**src/include/tiof_cfg.svh**
```systemverilog
// Register indices, field positions, codes and reset values of the timer I/O block
`ifndef TIOF_CFG_SVH
`define TIOF_CFG_SVH
// ----------------------------------------------------------------------
// Register indices (byte address is four times the index)
// ----------------------------------------------------------------------
`define TIOF_IDX_IN_CFG 8'hFA
`define TIOF_IDX_PRESET 8'hFB
`define TIOF_IDX_OUT_A 8'hFC
`define TIOF_IDX_OUT_B 8'hFD
`define TIOF_IDX_FLAGS 8'hFE
// ----------------------------------------------------------------------
// Reset values
// ----------------------------------------------------------------------
`define TIOF_RST_REG 8'h00
`define TIOF_RST_CNT 8'h00
// ----------------------------------------------------------------------
// Field positions
// ----------------------------------------------------------------------
`define TIOF_ROLE_HI 7
`define TIOF_ROLE_LO 4
`define TIOF_EDGE_A_HI 3
`define TIOF_EDGE_A_LO 2
`define TIOF_EDGE_B_HI 1
`define TIOF_EDGE_B_LO 0
`define TIOF_M0_HI 7
`define TIOF_M0_LO 6
`define TIOF_M1_HI 5
`define TIOF_M1_LO 4
`define TIOF_WR_HI 3
`define TIOF_WR_LO 2
`define TIOF_PULSE_BIT 1
`define TIOF_LEVEL_BIT 0
`define TIOF_F_CP0 7
`define TIOF_F_CP1 6
`define TIOF_F_CM0 5
`define TIOF_F_CM1 4
`define TIOF_F_WRAP 3
`define TIOF_F_OCP0 2
`define TIOF_F_OCM0 1
`define TIOF_F_COMB 0
// ----------------------------------------------------------------------
// Codes
// ----------------------------------------------------------------------
`define TIOF_ACT_SET 2'b00
`define TIOF_ACT_TOGGLE 2'b01
`define TIOF_ACT_CLEAR 2'b10
`define TIOF_ACT_NONE 2'b11
`define TIOF_EDGE_FALL_BIT 0
`define TIOF_EDGE_RISE_BIT 1
`endif

```
**src/include/tiof_pkg.sv**
```systemverilog
// Types shared by the timer I/O block
package tiof_pkg;
   typedef enum logic [3:0] {
      TIOF_ROLE_NONE = 4'h0,
      TIOF_ROLE_GATE = 4'h1,
      TIOF_ROLE_TRIGGER = 4'h2,
      TIOF_ROLE_EXT_CLOCK = 4'h3,
      TIOF_ROLE_CLOCK_UP = 4'h4,
      TIOF_ROLE_CLOCK_DOWN = 4'h5,
      TIOF_ROLE_UP_DOWN = 4'h6,
      TIOF_ROLE_TRIG_UP = 4'h7,
      TIOF_ROLE_TRIG_DOWN = 4'h8,
      TIOF_ROLE_AUTODISCR = 4'h9
   } tiof_role_e;
   typedef struct packed {
      tiof_role_e role_a;
      tiof_role_e role_b;
   } tiof_roles_s;
   typedef struct packed {
      logic match0;
      logic match1;
      logic wrap;
      logic capture0;
      logic capture1;
      logic reload;
   } tiof_core_evt_s;
   typedef struct packed {
      logic global_timer_irq_enable;
      logic capture0_irq_mask;
      logic capture1_irq_mask;
      logic match0_irq_mask;
      logic match1_irq_mask;
      logic wrap_irq_mask;
   } tiof_irq_mask_s;
   typedef struct packed {
      logic capture;
      logic match0;
      logic match1;
      logic wrap;
   } tiof_irq_s;
   typedef struct packed {
      logic sync1;
      logic sync2;
      logic last;
      logic evt;
   } tiof_edge_s;
endpackage : tiof_pkg

```
**src/rtl/tiof_timer_io.sv**
```systemverilog
// Timer input roles, prescaler, output actions and event flags behind APB
`timescale 1ns/100ps
`include "tiof_cfg.svh"
module tiof_timer_io #(
   parameter int ABW = 12
) (
   input wire logic pclk,
   input wire logic presetn,
   input wire logic pclken,
   input wire logic psel,
   input wire logic penable,
   input wire logic pwrite,
   input wire logic [ABW-1:0] paddr,
   input wire logic [31:0] pwdata,
   input wire logic [3:0] pstrb,
   output logic [31:0] prdata,
   output logic pready,
   output logic pslverr,
   input wire logic input_pin_first,
   input wire logic input_pin_second,
   input wire logic prescale_in,
   input wire logic bicapture_mode,
   input wire tiof_pkg::tiof_core_evt_s core_evt,
   input wire tiof_pkg::tiof_irq_mask_s irq_mask,
   output logic [1:0] pin_level,
   output logic [1:0] pin_event,
   output tiof_pkg::tiof_roles_s pin_roles,
   output logic prescale_tick,
   output logic output_pin_first,
   output logic output_pin_second,
   output logic on_chip_event,
   output logic sw_capture0_req,
   output logic sw_capture1_req,
   output tiof_pkg::tiof_irq_s irq
);
   import tiof_pkg::*;

   // ----------------------------------------------------------------------
   // State
   // ----------------------------------------------------------------------
   typedef struct packed {
      logic [7:0] in_cfg;
      logic [7:0] preset;
      logic [7:0] out_a_cfg;
      logic [7:0] out_b_cfg;
      logic [7:0] presc_cnt;
      logic [7:0] flags;
      logic presc_tick;
      logic out_a;
      logic out_b;
      logic on_chip;
      logic sw_cap0;
      logic sw_cap1;
      tiof_roles_s roles;
      tiof_irq_s irq;
      logic pready;
      logic pslverr;
      logic [31:0] prdata;
   } tiof_state_s;

   tiof_state_s st_reg;
   tiof_state_s st_next;
   logic [ABW-3:0] word;
   logic hit;
   logic wr;
   logic flag_wr;
   logic [1:0] pins;
   logic [1:0] sels [2];

   // ----------------------------------------------------------------------
   // Helpers
   // ----------------------------------------------------------------------
   function automatic tiof_roles_s decode_roles(input logic [3:0] code);
      tiof_roles_s r;
      r = '{TIOF_ROLE_NONE, TIOF_ROLE_NONE};
      case (code)
         4'h1: r = '{TIOF_ROLE_NONE, TIOF_ROLE_TRIGGER};
         4'h2: r = '{TIOF_ROLE_GATE, TIOF_ROLE_NONE};
         4'h3: r = '{TIOF_ROLE_GATE, TIOF_ROLE_TRIGGER};
         4'h4: r = '{TIOF_ROLE_NONE, TIOF_ROLE_EXT_CLOCK};
         4'h5: r = '{TIOF_ROLE_TRIGGER, TIOF_ROLE_NONE};
         4'h6: r = '{TIOF_ROLE_GATE, TIOF_ROLE_EXT_CLOCK};
         4'h7: r = '{TIOF_ROLE_TRIGGER, TIOF_ROLE_TRIGGER};
         4'h8: r = '{TIOF_ROLE_CLOCK_UP, TIOF_ROLE_CLOCK_DOWN};
         4'h9: r = '{TIOF_ROLE_UP_DOWN, TIOF_ROLE_EXT_CLOCK};
         4'hA: r = '{TIOF_ROLE_TRIG_UP, TIOF_ROLE_TRIG_DOWN};
         4'hB: r = '{TIOF_ROLE_UP_DOWN, TIOF_ROLE_NONE};
         4'hC: r = '{TIOF_ROLE_AUTODISCR, TIOF_ROLE_AUTODISCR};
         4'hD: r = '{TIOF_ROLE_TRIGGER, TIOF_ROLE_EXT_CLOCK};
         4'hE: r = '{TIOF_ROLE_EXT_CLOCK, TIOF_ROLE_TRIGGER};
         4'hF: r = '{TIOF_ROLE_TRIGGER, TIOF_ROLE_GATE};
         default: r = '{TIOF_ROLE_NONE, TIOF_ROLE_NONE};
      endcase
      return r;
   endfunction : decode_roles

   // Shared by both output pins; unused events leave the mask at 11
   function automatic logic pin_next(input logic cur, input logic [7:0] cfg,
                                     input tiof_core_evt_s e);
      logic [1:0] act;
      act = `TIOF_ACT_NONE;
      if (e.match0)
         act = act & cfg[`TIOF_M0_HI:`TIOF_M0_LO];
      if (e.match1)
         act = act & cfg[`TIOF_M1_HI:`TIOF_M1_LO];
      if (e.wrap)
         act = act & cfg[`TIOF_WR_HI:`TIOF_WR_LO];
      case (act)
         `TIOF_ACT_SET: return 1'b1;
         `TIOF_ACT_TOGGLE: return ~cur;
         `TIOF_ACT_CLEAR: return 1'b0;
         default: return cur;
      endcase
   endfunction : pin_next

   // ----------------------------------------------------------------------
   // Input pins
   // ----------------------------------------------------------------------
   assign pins = {input_pin_second, input_pin_first};
   assign sels[0] = st_reg.in_cfg[`TIOF_EDGE_A_HI:`TIOF_EDGE_A_LO];
   assign sels[1] = st_reg.in_cfg[`TIOF_EDGE_B_HI:`TIOF_EDGE_B_LO];

   genvar gi;
   generate
      for (gi = 0; gi < 2; gi++)
      begin : g_pin
         tiof_edge u_edge (
            .pclk(pclk),
            .presetn(presetn),
            .pclken(pclken),
            .pin(pins[gi]),
            .edge_sel(sels[gi]),
            .level(pin_level[gi]),
            .evt(pin_event[gi])
         );
      end
   endgenerate

   // ----------------------------------------------------------------------
   // Next state
   // ----------------------------------------------------------------------
   assign word = paddr[ABW-1:2];
   assign hit = (paddr[1:0] == 2'b00) &&
      (word == (ABW-2)'(`TIOF_IDX_IN_CFG) || word == (ABW-2)'(`TIOF_IDX_PRESET) ||
       word == (ABW-2)'(`TIOF_IDX_OUT_A) || word == (ABW-2)'(`TIOF_IDX_OUT_B) ||
       word == (ABW-2)'(`TIOF_IDX_FLAGS));
   // Writes land only at the completing edge, low byte lane only
   assign wr = psel & penable & st_reg.pready & pwrite & pstrb[0] & hit;
   assign flag_wr = wr && word == (ABW-2)'(`TIOF_IDX_FLAGS);

   always_comb
   begin
      logic base_a;
      logic base_b;
      logic [7:0] f;
      logic [7:0] w;
      base_a = st_reg.out_a;
      base_b = st_reg.out_b;
      f = st_reg.flags;
      w = pwdata[7:0];
      st_next = st_reg;

      if (wr && word == (ABW-2)'(`TIOF_IDX_IN_CFG))
         st_next.in_cfg = w;
      if (wr && word == (ABW-2)'(`TIOF_IDX_PRESET))
         st_next.preset = w;
      if (wr && word == (ABW-2)'(`TIOF_IDX_OUT_A))
      begin
         st_next.out_a_cfg = w;
         base_a = w[`TIOF_LEVEL_BIT];
      end
      if (wr && word == (ABW-2)'(`TIOF_IDX_OUT_B))
      begin
         st_next.out_b_cfg = w;
         base_b = w[`TIOF_LEVEL_BIT];
      end

      st_next.roles = decode_roles(st_reg.in_cfg[`TIOF_ROLE_HI:`TIOF_ROLE_LO]);

      // Reload beats underflow so a counter reload restarts a full period
      st_next.presc_tick = 1'b0;
      if (core_evt.reload)
         st_next.presc_cnt = st_reg.preset;
      else if (prescale_in)
      begin
         if (st_reg.presc_cnt == `TIOF_RST_CNT)
         begin
            st_next.presc_cnt = st_reg.preset;
            st_next.presc_tick = 1'b1;
         end
         else
            st_next.presc_cnt = st_reg.presc_cnt - 8'h01;
      end

      // Hardware action applies on top of a preset written in the same cycle
      st_next.out_a = pin_next(base_a, st_reg.out_a_cfg, core_evt);
      st_next.out_b = pin_next(base_b, st_reg.out_b_cfg, core_evt);

      st_next.on_chip = (core_evt.match0 & st_reg.out_a_cfg[`TIOF_PULSE_BIT])
         | (core_evt.wrap & st_reg.out_b_cfg[`TIOF_PULSE_BIT]);

      st_next.sw_cap0 = flag_wr & w[`TIOF_F_CP0];
      st_next.sw_cap1 = flag_wr & w[`TIOF_F_CP1] & ~bicapture_mode;

      if (flag_wr)
      begin
         f[`TIOF_F_CP0] = w[`TIOF_F_CP0];
         f[`TIOF_F_CP1] = (st_reg.flags[`TIOF_F_CP1] & w[`TIOF_F_CP1]) |
            st_next.sw_cap1;
         f[`TIOF_F_CM0:`TIOF_F_WRAP] = st_reg.flags[`TIOF_F_CM0:`TIOF_F_WRAP] &
            w[`TIOF_F_CM0:`TIOF_F_WRAP];
         f[`TIOF_F_OCP0:`TIOF_F_OCM0] = st_reg.flags[`TIOF_F_OCP0:`TIOF_F_OCM0] &
            w[`TIOF_F_OCP0:`TIOF_F_OCM0];
         f[`TIOF_F_COMB] = w[`TIOF_F_COMB];
      end
      // Hardware sets win over a clear in the same cycle
      f[`TIOF_F_OCP0] = f[`TIOF_F_OCP0] | st_next.sw_cap0 |
         (core_evt.capture0 & st_reg.flags[`TIOF_F_CP0]);
      f[`TIOF_F_OCM0] = f[`TIOF_F_OCM0] | (core_evt.match0 & st_reg.flags[`TIOF_F_CM0]);
      f[`TIOF_F_CP0] = f[`TIOF_F_CP0] | core_evt.capture0;
      f[`TIOF_F_CP1] = f[`TIOF_F_CP1] | core_evt.capture1;
      f[`TIOF_F_CM0] = f[`TIOF_F_CM0] | core_evt.match0;
      f[`TIOF_F_CM1] = f[`TIOF_F_CM1] | core_evt.match1;
      f[`TIOF_F_WRAP] = f[`TIOF_F_WRAP] | core_evt.wrap;
      st_next.flags = f;

      // Requests follow the stored flags one cycle later
      st_next.irq.capture = irq_mask.global_timer_irq_enable &
         (st_reg.flags[`TIOF_F_COMB] ?
            (st_reg.flags[`TIOF_F_CP0] & irq_mask.capture0_irq_mask &
             st_reg.flags[`TIOF_F_CP1] & irq_mask.capture1_irq_mask) :
            ((st_reg.flags[`TIOF_F_CP0] & irq_mask.capture0_irq_mask) |
             (st_reg.flags[`TIOF_F_CP1] & irq_mask.capture1_irq_mask)));
      st_next.irq.match0 = irq_mask.global_timer_irq_enable &
         irq_mask.match0_irq_mask & st_reg.flags[`TIOF_F_CM0];
      st_next.irq.match1 = irq_mask.global_timer_irq_enable &
         irq_mask.match1_irq_mask & st_reg.flags[`TIOF_F_CM1];
      st_next.irq.wrap = irq_mask.global_timer_irq_enable &
         irq_mask.wrap_irq_mask & st_reg.flags[`TIOF_F_WRAP];

      // One wait state: answer rises the cycle after the access phase opens
      st_next.pready = psel & penable & ~st_reg.pready;
      st_next.pslverr = 1'b0;
      st_next.prdata = '0;
      if (st_next.pready)
      begin
         st_next.pslverr = ~hit;
         if (!pwrite && hit)
         begin
            if (word == (ABW-2)'(`TIOF_IDX_IN_CFG))
               st_next.prdata[7:0] = st_reg.in_cfg;
            else if (word == (ABW-2)'(`TIOF_IDX_PRESET))
               st_next.prdata[7:0] = st_reg.preset;
            else if (word == (ABW-2)'(`TIOF_IDX_OUT_A))
               st_next.prdata[7:0] = {st_reg.out_a_cfg[7:1], st_reg.out_a};
            else if (word == (ABW-2)'(`TIOF_IDX_OUT_B))
               st_next.prdata[7:0] = {st_reg.out_b_cfg[7:1], st_reg.out_b};
            else
               st_next.prdata[7:0] = st_reg.flags;
         end
      end
   end

   // ----------------------------------------------------------------------
   // Registers
   // ----------------------------------------------------------------------
   always_ff @(posedge pclk or negedge presetn)
   begin
      if (!presetn)
      begin
         st_reg <= '0;
         st_reg.in_cfg <= `TIOF_RST_REG;
         st_reg.preset <= `TIOF_RST_REG;
         st_reg.out_a_cfg <= `TIOF_RST_REG;
         st_reg.out_b_cfg <= `TIOF_RST_REG;
         st_reg.flags <= `TIOF_RST_REG;
         st_reg.presc_cnt <= `TIOF_RST_CNT;
      end
      else if (pclken)
         st_reg <= st_next;
   end

   assign prdata = st_reg.prdata;
   assign pready = st_reg.pready;
   assign pslverr = st_reg.pslverr;
   assign pin_roles = st_reg.roles;
   assign prescale_tick = st_reg.presc_tick;
   assign output_pin_first = st_reg.out_a;
   assign output_pin_second = st_reg.out_b;
   assign on_chip_event = st_reg.on_chip;
   assign sw_capture0_req = st_reg.sw_cap0;
   assign sw_capture1_req = st_reg.sw_cap1;
   assign irq = st_reg.irq;
endmodule : tiof_timer_io

```
**src/rtl/tiof_edge.sv**
```systemverilog
// Input pin synchroniser and edge detector
`timescale 1ns/100ps
`include "tiof_cfg.svh"
module tiof_edge (
   input wire logic pclk,
   input wire logic presetn,
   input wire logic pclken,
   input wire logic pin,
   input wire logic [1:0] edge_sel,
   output logic level,
   output logic evt
);
   import tiof_pkg::*;
   tiof_edge_s edge_reg;
   tiof_edge_s edge_next;
   logic rise;
   logic fall;

   assign rise = edge_reg.sync2 & ~edge_reg.last;
   assign fall = ~edge_reg.sync2 & edge_reg.last;

   always_comb
   begin
      edge_next = edge_reg;
      edge_next.sync1 = pin;
      edge_next.sync2 = edge_reg.sync1;
      edge_next.last = edge_reg.sync2;
      edge_next.evt = (rise & edge_sel[`TIOF_EDGE_RISE_BIT])
         | (fall & edge_sel[`TIOF_EDGE_FALL_BIT]);
   end

   always_ff @(posedge pclk or negedge presetn)
   begin
      if (!presetn)
         edge_reg <= '0;
      else if (pclken)
         edge_reg <= edge_next;
   end

   assign level = edge_reg.sync2;
   assign evt = edge_reg.evt;
endmodule : tiof_edge

```
**config.mk**
```make
export PLATFORM = sky130hd
export DESIGN_NAME = tiof_timer_io
export DESIGN_NICKNAME = d
export VERILOG_FILES = /design/src/include/tiof_pkg.sv /design/src/rtl/tiof_timer_io.sv /design/src/rtl/tiof_edge.sv
export VERILOG_INCLUDE_DIRS = /design/src /design/src/include
export SDC_FILE = /design/constraint.sdc
export NUM_CORES = 1
export LEC_CHECK = 0
export ABC_AREA = 1
export BUFFER_PORTS_ARGS = -buffer_cell sky130_fd_sc_hd__buf_4
export CORE_MARGIN = 2
export CORE_UTILIZATION = 53
export DETAILED_ROUTE_END_ITERATION = 8
export PLACE_DENSITY = 0.9
export REMOVE_ABC_BUFFERS = 1
export SLEW_MARGIN = 20
export SYNTH_ARGS = -nofsm -noshare
export SYNTH_HDL_FRONTEND = slang
export SYNTH_HIERARCHICAL = 1
export SYNTH_SLANG_ARGS = --single-unit
```
**constraint.sdc**
```tcl
create_clock -name pclk -period 1.7 [get_ports pclk]
set_input_delay 0.17 -clock pclk [delete_from_list [all_inputs] [get_ports pclk]]
set_output_delay 0.17 -clock pclk [all_outputs]
set_load 0.005 [all_outputs]
```
==> out/summary.md <==
Initial antenna violation count: 0. The first global-routing pass estimated 19,300 um of wire. The data arrival time at the worst-slack endpoint was 1.81 ns; the routed via count divided by cell count was 5.42. The maximum VDD drop is 584 uV. The tools report the end point of the critical path as st_reg[67]. After detailed routing, the average wire length per cell comes to 15.5 um.

Counting flops with a built-in enable in the synthesized netlist gives 0. The tools report the clock tree skew after final layout as 0.0106 ns. Number of top-level design ports: 126. The share of final-layout standard cells stronger than drive strength 1 works out to 26.4%. The clock transition at the registers of the reported paths was 0.09 ns; the async set-or-reset flop fraction in the synthesized netlist was 100%. Derived from the worst setup path, the maximum achievable clock frequency is 638 MHz. The number of endpoints with negative hold slack in the final report is 0. The hold slack was 0.0129 ns. The switching power of the nets is 1.22 mW. For this run, the register share of the synthesized area comes to 43.6%. Dividing total power by cell area gives a power density of 743 nW/um2. In this run the cell area of the synthesized design comes to 4710 um2. The critical path depth came out at 8.

At the worst endpoint, the required time is 1.94 ns. The final layout contains routed wiring with a total length of 11,900 um. The via count of the first global-routing pass came out at 4,023. Count of buffer and inverter cells on the critical path: 2. The logs give 8680 um2 for the core footprint and 0 for the global route total overflow. The tree is rooted in a sky130_fd_sc_hd__clkbuf_8. The first-iteration detailed-routing DRC count was 233. The placed wire-length estimate came out at 9130 um. The layout overhead on the synthesized area is 16.5%.

The top fanout value on the critical path was 9. Classification of the worst setup path: reg -> reg. The setup slack on the worst flop-to-flop path was 0.13 ns. In this run the critical register-to-register path is launched from st_reg[60]. The clock net sink count came out at 82. The flip-flop count of the largest register, all copies and words added is 42.

Counting the buffers created by CTS gives 9. Yosys attributes the largest share of cell area to sky130_fd_sc_hd__dfrtp_1, sky130_fd_sc_hd__nand2_1, sky130_fd_sc_hd__buf_4. The worst register-to-register path has a depth of 8. The worst setup path startpoint was st_reg[60].

The run gives 34 as the row count. Combined global-route utilization of all metal layers: 25.1%. The floorplan step set the die height to 98.2 um.

The worst path meets setup with 0.134 ns of slack. The run finished with clean final reports. Max-cap violations in this run came to 0.

The delay of the slowest critical-path stage came out at 0.36 ns. The count of fill cells added during filler insertion is 736. The count of port buffers added during placement was 74. The worst setup path is captured at a register. The flop and latch count out of synthesis came out at 82.

The tools report the number of pins with negative max-slew slack in the final report as 0. The placer's final routability congestion estimate is 0.957, and the diode insertion count for antenna repair is 0. Summed over all cells, the static leakage comes to 2.85 nW. Among all cell types in the netlist, the one instantiated most often is sky130_fd_sc_hd__nand2_1. Entering global routing, the biggest net connects 42 pins. The run gives 0.36 ns as the clock latency on the worst-skew pair. The internal power consumption is 2.85 mW, and the time the worst path needs with I/O delays and setup is 1.57 ns. The worst register-to-register path ends at st_reg[67].

In this run the deepest clock path goes through 2 buffers. Sequential cells account for 52.0% of the total power. Grouping stages by cell kind, the critical path spends the most delay in flip-flops. Setup repair after global routing left no endpoint under its margin.

TritonCTS built the clock tree. Of all cell types, the one taking the most synthesized area is sky130_fd_sc_hd__dfrtp_1. Mean area per synthesized cell: 8.20 um2. Of the total power, the clock network draws 32.2%. The slowest stage of the critical path belongs to the cell sky130_fd_sc_hd__dfrtp_1. The number of cells in the design after placement was 746. In this run the biggest area consumer among cell types represents 43.6% of the synthesized area.

Synthesis handed over a netlist of 574 instances. The die covers 9650 um2. The number of DRC violations after detailed routing is 0, and the horizontal die dimension is 98.2 um.

In this run the remaining antenna-violating nets after routing total 0. The critical path goes through inv_1, ha_1, nand4_1, nand2_1, inv_1, nand2_1, o221ai_1, o21ai_0. Once the floorplan was initialized, standard cells occupied 54.2% of the core.

The detailed router placed 4,140 vias in this run. The first detailed-routing pass took 5 iterations. The number of setup violations in the final report is 0. By count the netlist is led by sky130_fd_sc_hd__nand2_1, sky130_fd_sc_hd__dfrtp_1, sky130_fd_sc_hd__inv_1.

STA classifies the critical path startpoint as a register. The H-tree depth is 3. In the synthesized netlist the dominant register cell turns out to be sky130_fd_sc_hd__dfrtp_1. The final layout contains 729 nets. The pre-CTS setup slack was -0.167 ns. Worst min-delay path class: in -> reg. For this run, the number of standard cells in the final layout without fillers is 764.

The logs give 4.07 mW for the power consumption and 38 for the number of library cell types mapped by synthesis. The combinational share of power is 15.8%, and the final clock period utilization by the worst path is 92.1%. The total number of yosys warnings was 6; the switching share of power was 30.0%.
-- layout by cell type (no fill, tap or decap), types with 3 or more instances in the layout --
| cell type | instances |
|---|---|
| sky130_fd_sc_hd__nor2_1 | 30 |
| sky130_fd_sc_hd__nand2_2 | 6 |
| sky130_fd_sc_hd__o21ai_2 | 22 |
| sky130_fd_sc_hd__o211ai_1 | 7 |
| sky130_fd_sc_hd__conb_1 | 24 |
| sky130_fd_sc_hd__nand2_1 | 145 |
| sky130_fd_sc_hd__clkbuf_8 | 9 |
| sky130_fd_sc_hd__buf_4 | 98 |
| sky130_fd_sc_hd__nand2_4 | 5 |
| sky130_fd_sc_hd__ha_1 | 8 |
| sky130_fd_sc_hd__o21ai_1 | 14 |
| sky130_fd_sc_hd__dfrtp_1 | 82 |
| sky130_fd_sc_hd__o22ai_1 | 6 |
| sky130_fd_sc_hd__nor2_2 | 4 |
| sky130_fd_sc_hd__nand3_1 | 18 |
| sky130_fd_sc_hd__clkinv_2 | 3 |
| sky130_fd_sc_hd__nand4_1 | 8 |
| sky130_fd_sc_hd__a31oi_1 | 8 |
| sky130_fd_sc_hd__inv_1 | 54 |
| sky130_fd_sc_hd__nand3_2 | 5 |
| sky130_fd_sc_hd__o21ai_0 | 48 |
| sky130_fd_sc_hd__or2_2 | 7 |
| sky130_fd_sc_hd__a21oi_1 | 15 |
| sky130_fd_sc_hd__nor2_4 | 4 |
-- worst min path at each step --
stage                     slack [ns]                            to  cells after the start              from
after global placement          0.12               sw_capture0_req                      1           presetn
after CTS                      0.003  g_pin[0].u_edge/edge_next[2]                      3   input_pin_first
final                           0.01  g_pin[0].u_edge/edge_next[2]                      3   input_pin_first
after detailed placement        0.12               sw_capture0_req                      1           presetn
after floorplan                -0.13  g_pin[0].u_edge/edge_next[2]                      0           presetn
after global routing            0.02  g_pin[1].u_edge/edge_next[2]                      3  input_pin_second
-- cell type report --
type / instances / area [um2] / share of cell area [%]
repair buffers: 101 / 776 / 14.1
well taps: 108 / 135 / 2.46
clock inverters: 7 / 51.3 / 0.936
inverters: 56 / 210 / 3.83
clock buffers: 9 / 124 / 2.26
multi-input cells: 401 / 2130 / 38.9
flip-flops and latches: 82 / 2050 / 37.4
-- power by group through the flow --
stage          Sequential, mW  Clock, mW  Combinational [mW]
4_1_cts                  2.11       1.34               0.635
3_5_place_dp             2.15          0               0.629
6_report                 2.12       1.31               0.642
3_3_place_gp             2.14          0               0.602
2_1_floorplan            2.14          0               0.320
5_1_grt                  2.13       1.43               0.715
-- logic make-up (layout without fill, tap and decap cells) --
logic type | after synthesis | after routing | synth area share, %
compound gates | 129 | 129 | 16.9
xor+xnor | 2 | 2 | 0.372
fa+ha+maj | 8 | 8 | 2.13
buf+inv | 114 | 173 | 13.3
flops | 82 | 82 | 43.6
other cells | 1 | 24 | 0.0797
simple gates | 238 | 238 | 23.7
-- worst register-to-register path, delay by kind of cell (launching register included) --
kind,cells,cell delay [ns]
flops,1,0.36
fa+ha+maj,1,0.21
buf+inv,2,0.30
simple gates,3,0.30
compound gates,2,0.28
-- routing by layer --
layer | up-vias | part of all wire [%] | track usage, %
li1 | 1977 | - | -
met4 | 0 | 2.2 | 8.54
met3 | 21 | 5.8 | 4.80
met5 | - | 0 | 0
met2 | 162 | 51 | 43.0
met1 | 1980 | 41 | 32.1
-- metrics by stage --
step | instance area, um2 | utilization, % | TNS [ns]
global route | 5480 | 63.2 | 0
global placement | 5270 | 60.7 | -0.426
CTS | 5460 | 63.0 | 0
detailed placement | 5270 | 60.7 | -3.61
finish | 5480 | 63.2 | 0
floorplan | 4380 | - | -0.698
-- what timing repair did --
| action | in CTS | in global routing |
|---|---|---|
| hold endpoints to repair | 28 | 0 |
| resized for setup | 0 | 4 |
| setup buffers | 0 | 0 |
| setup endpoints to repair | 0 | 10 |
| hold buffers | 2 | 0 |
(Power assumes the default switching activity.)
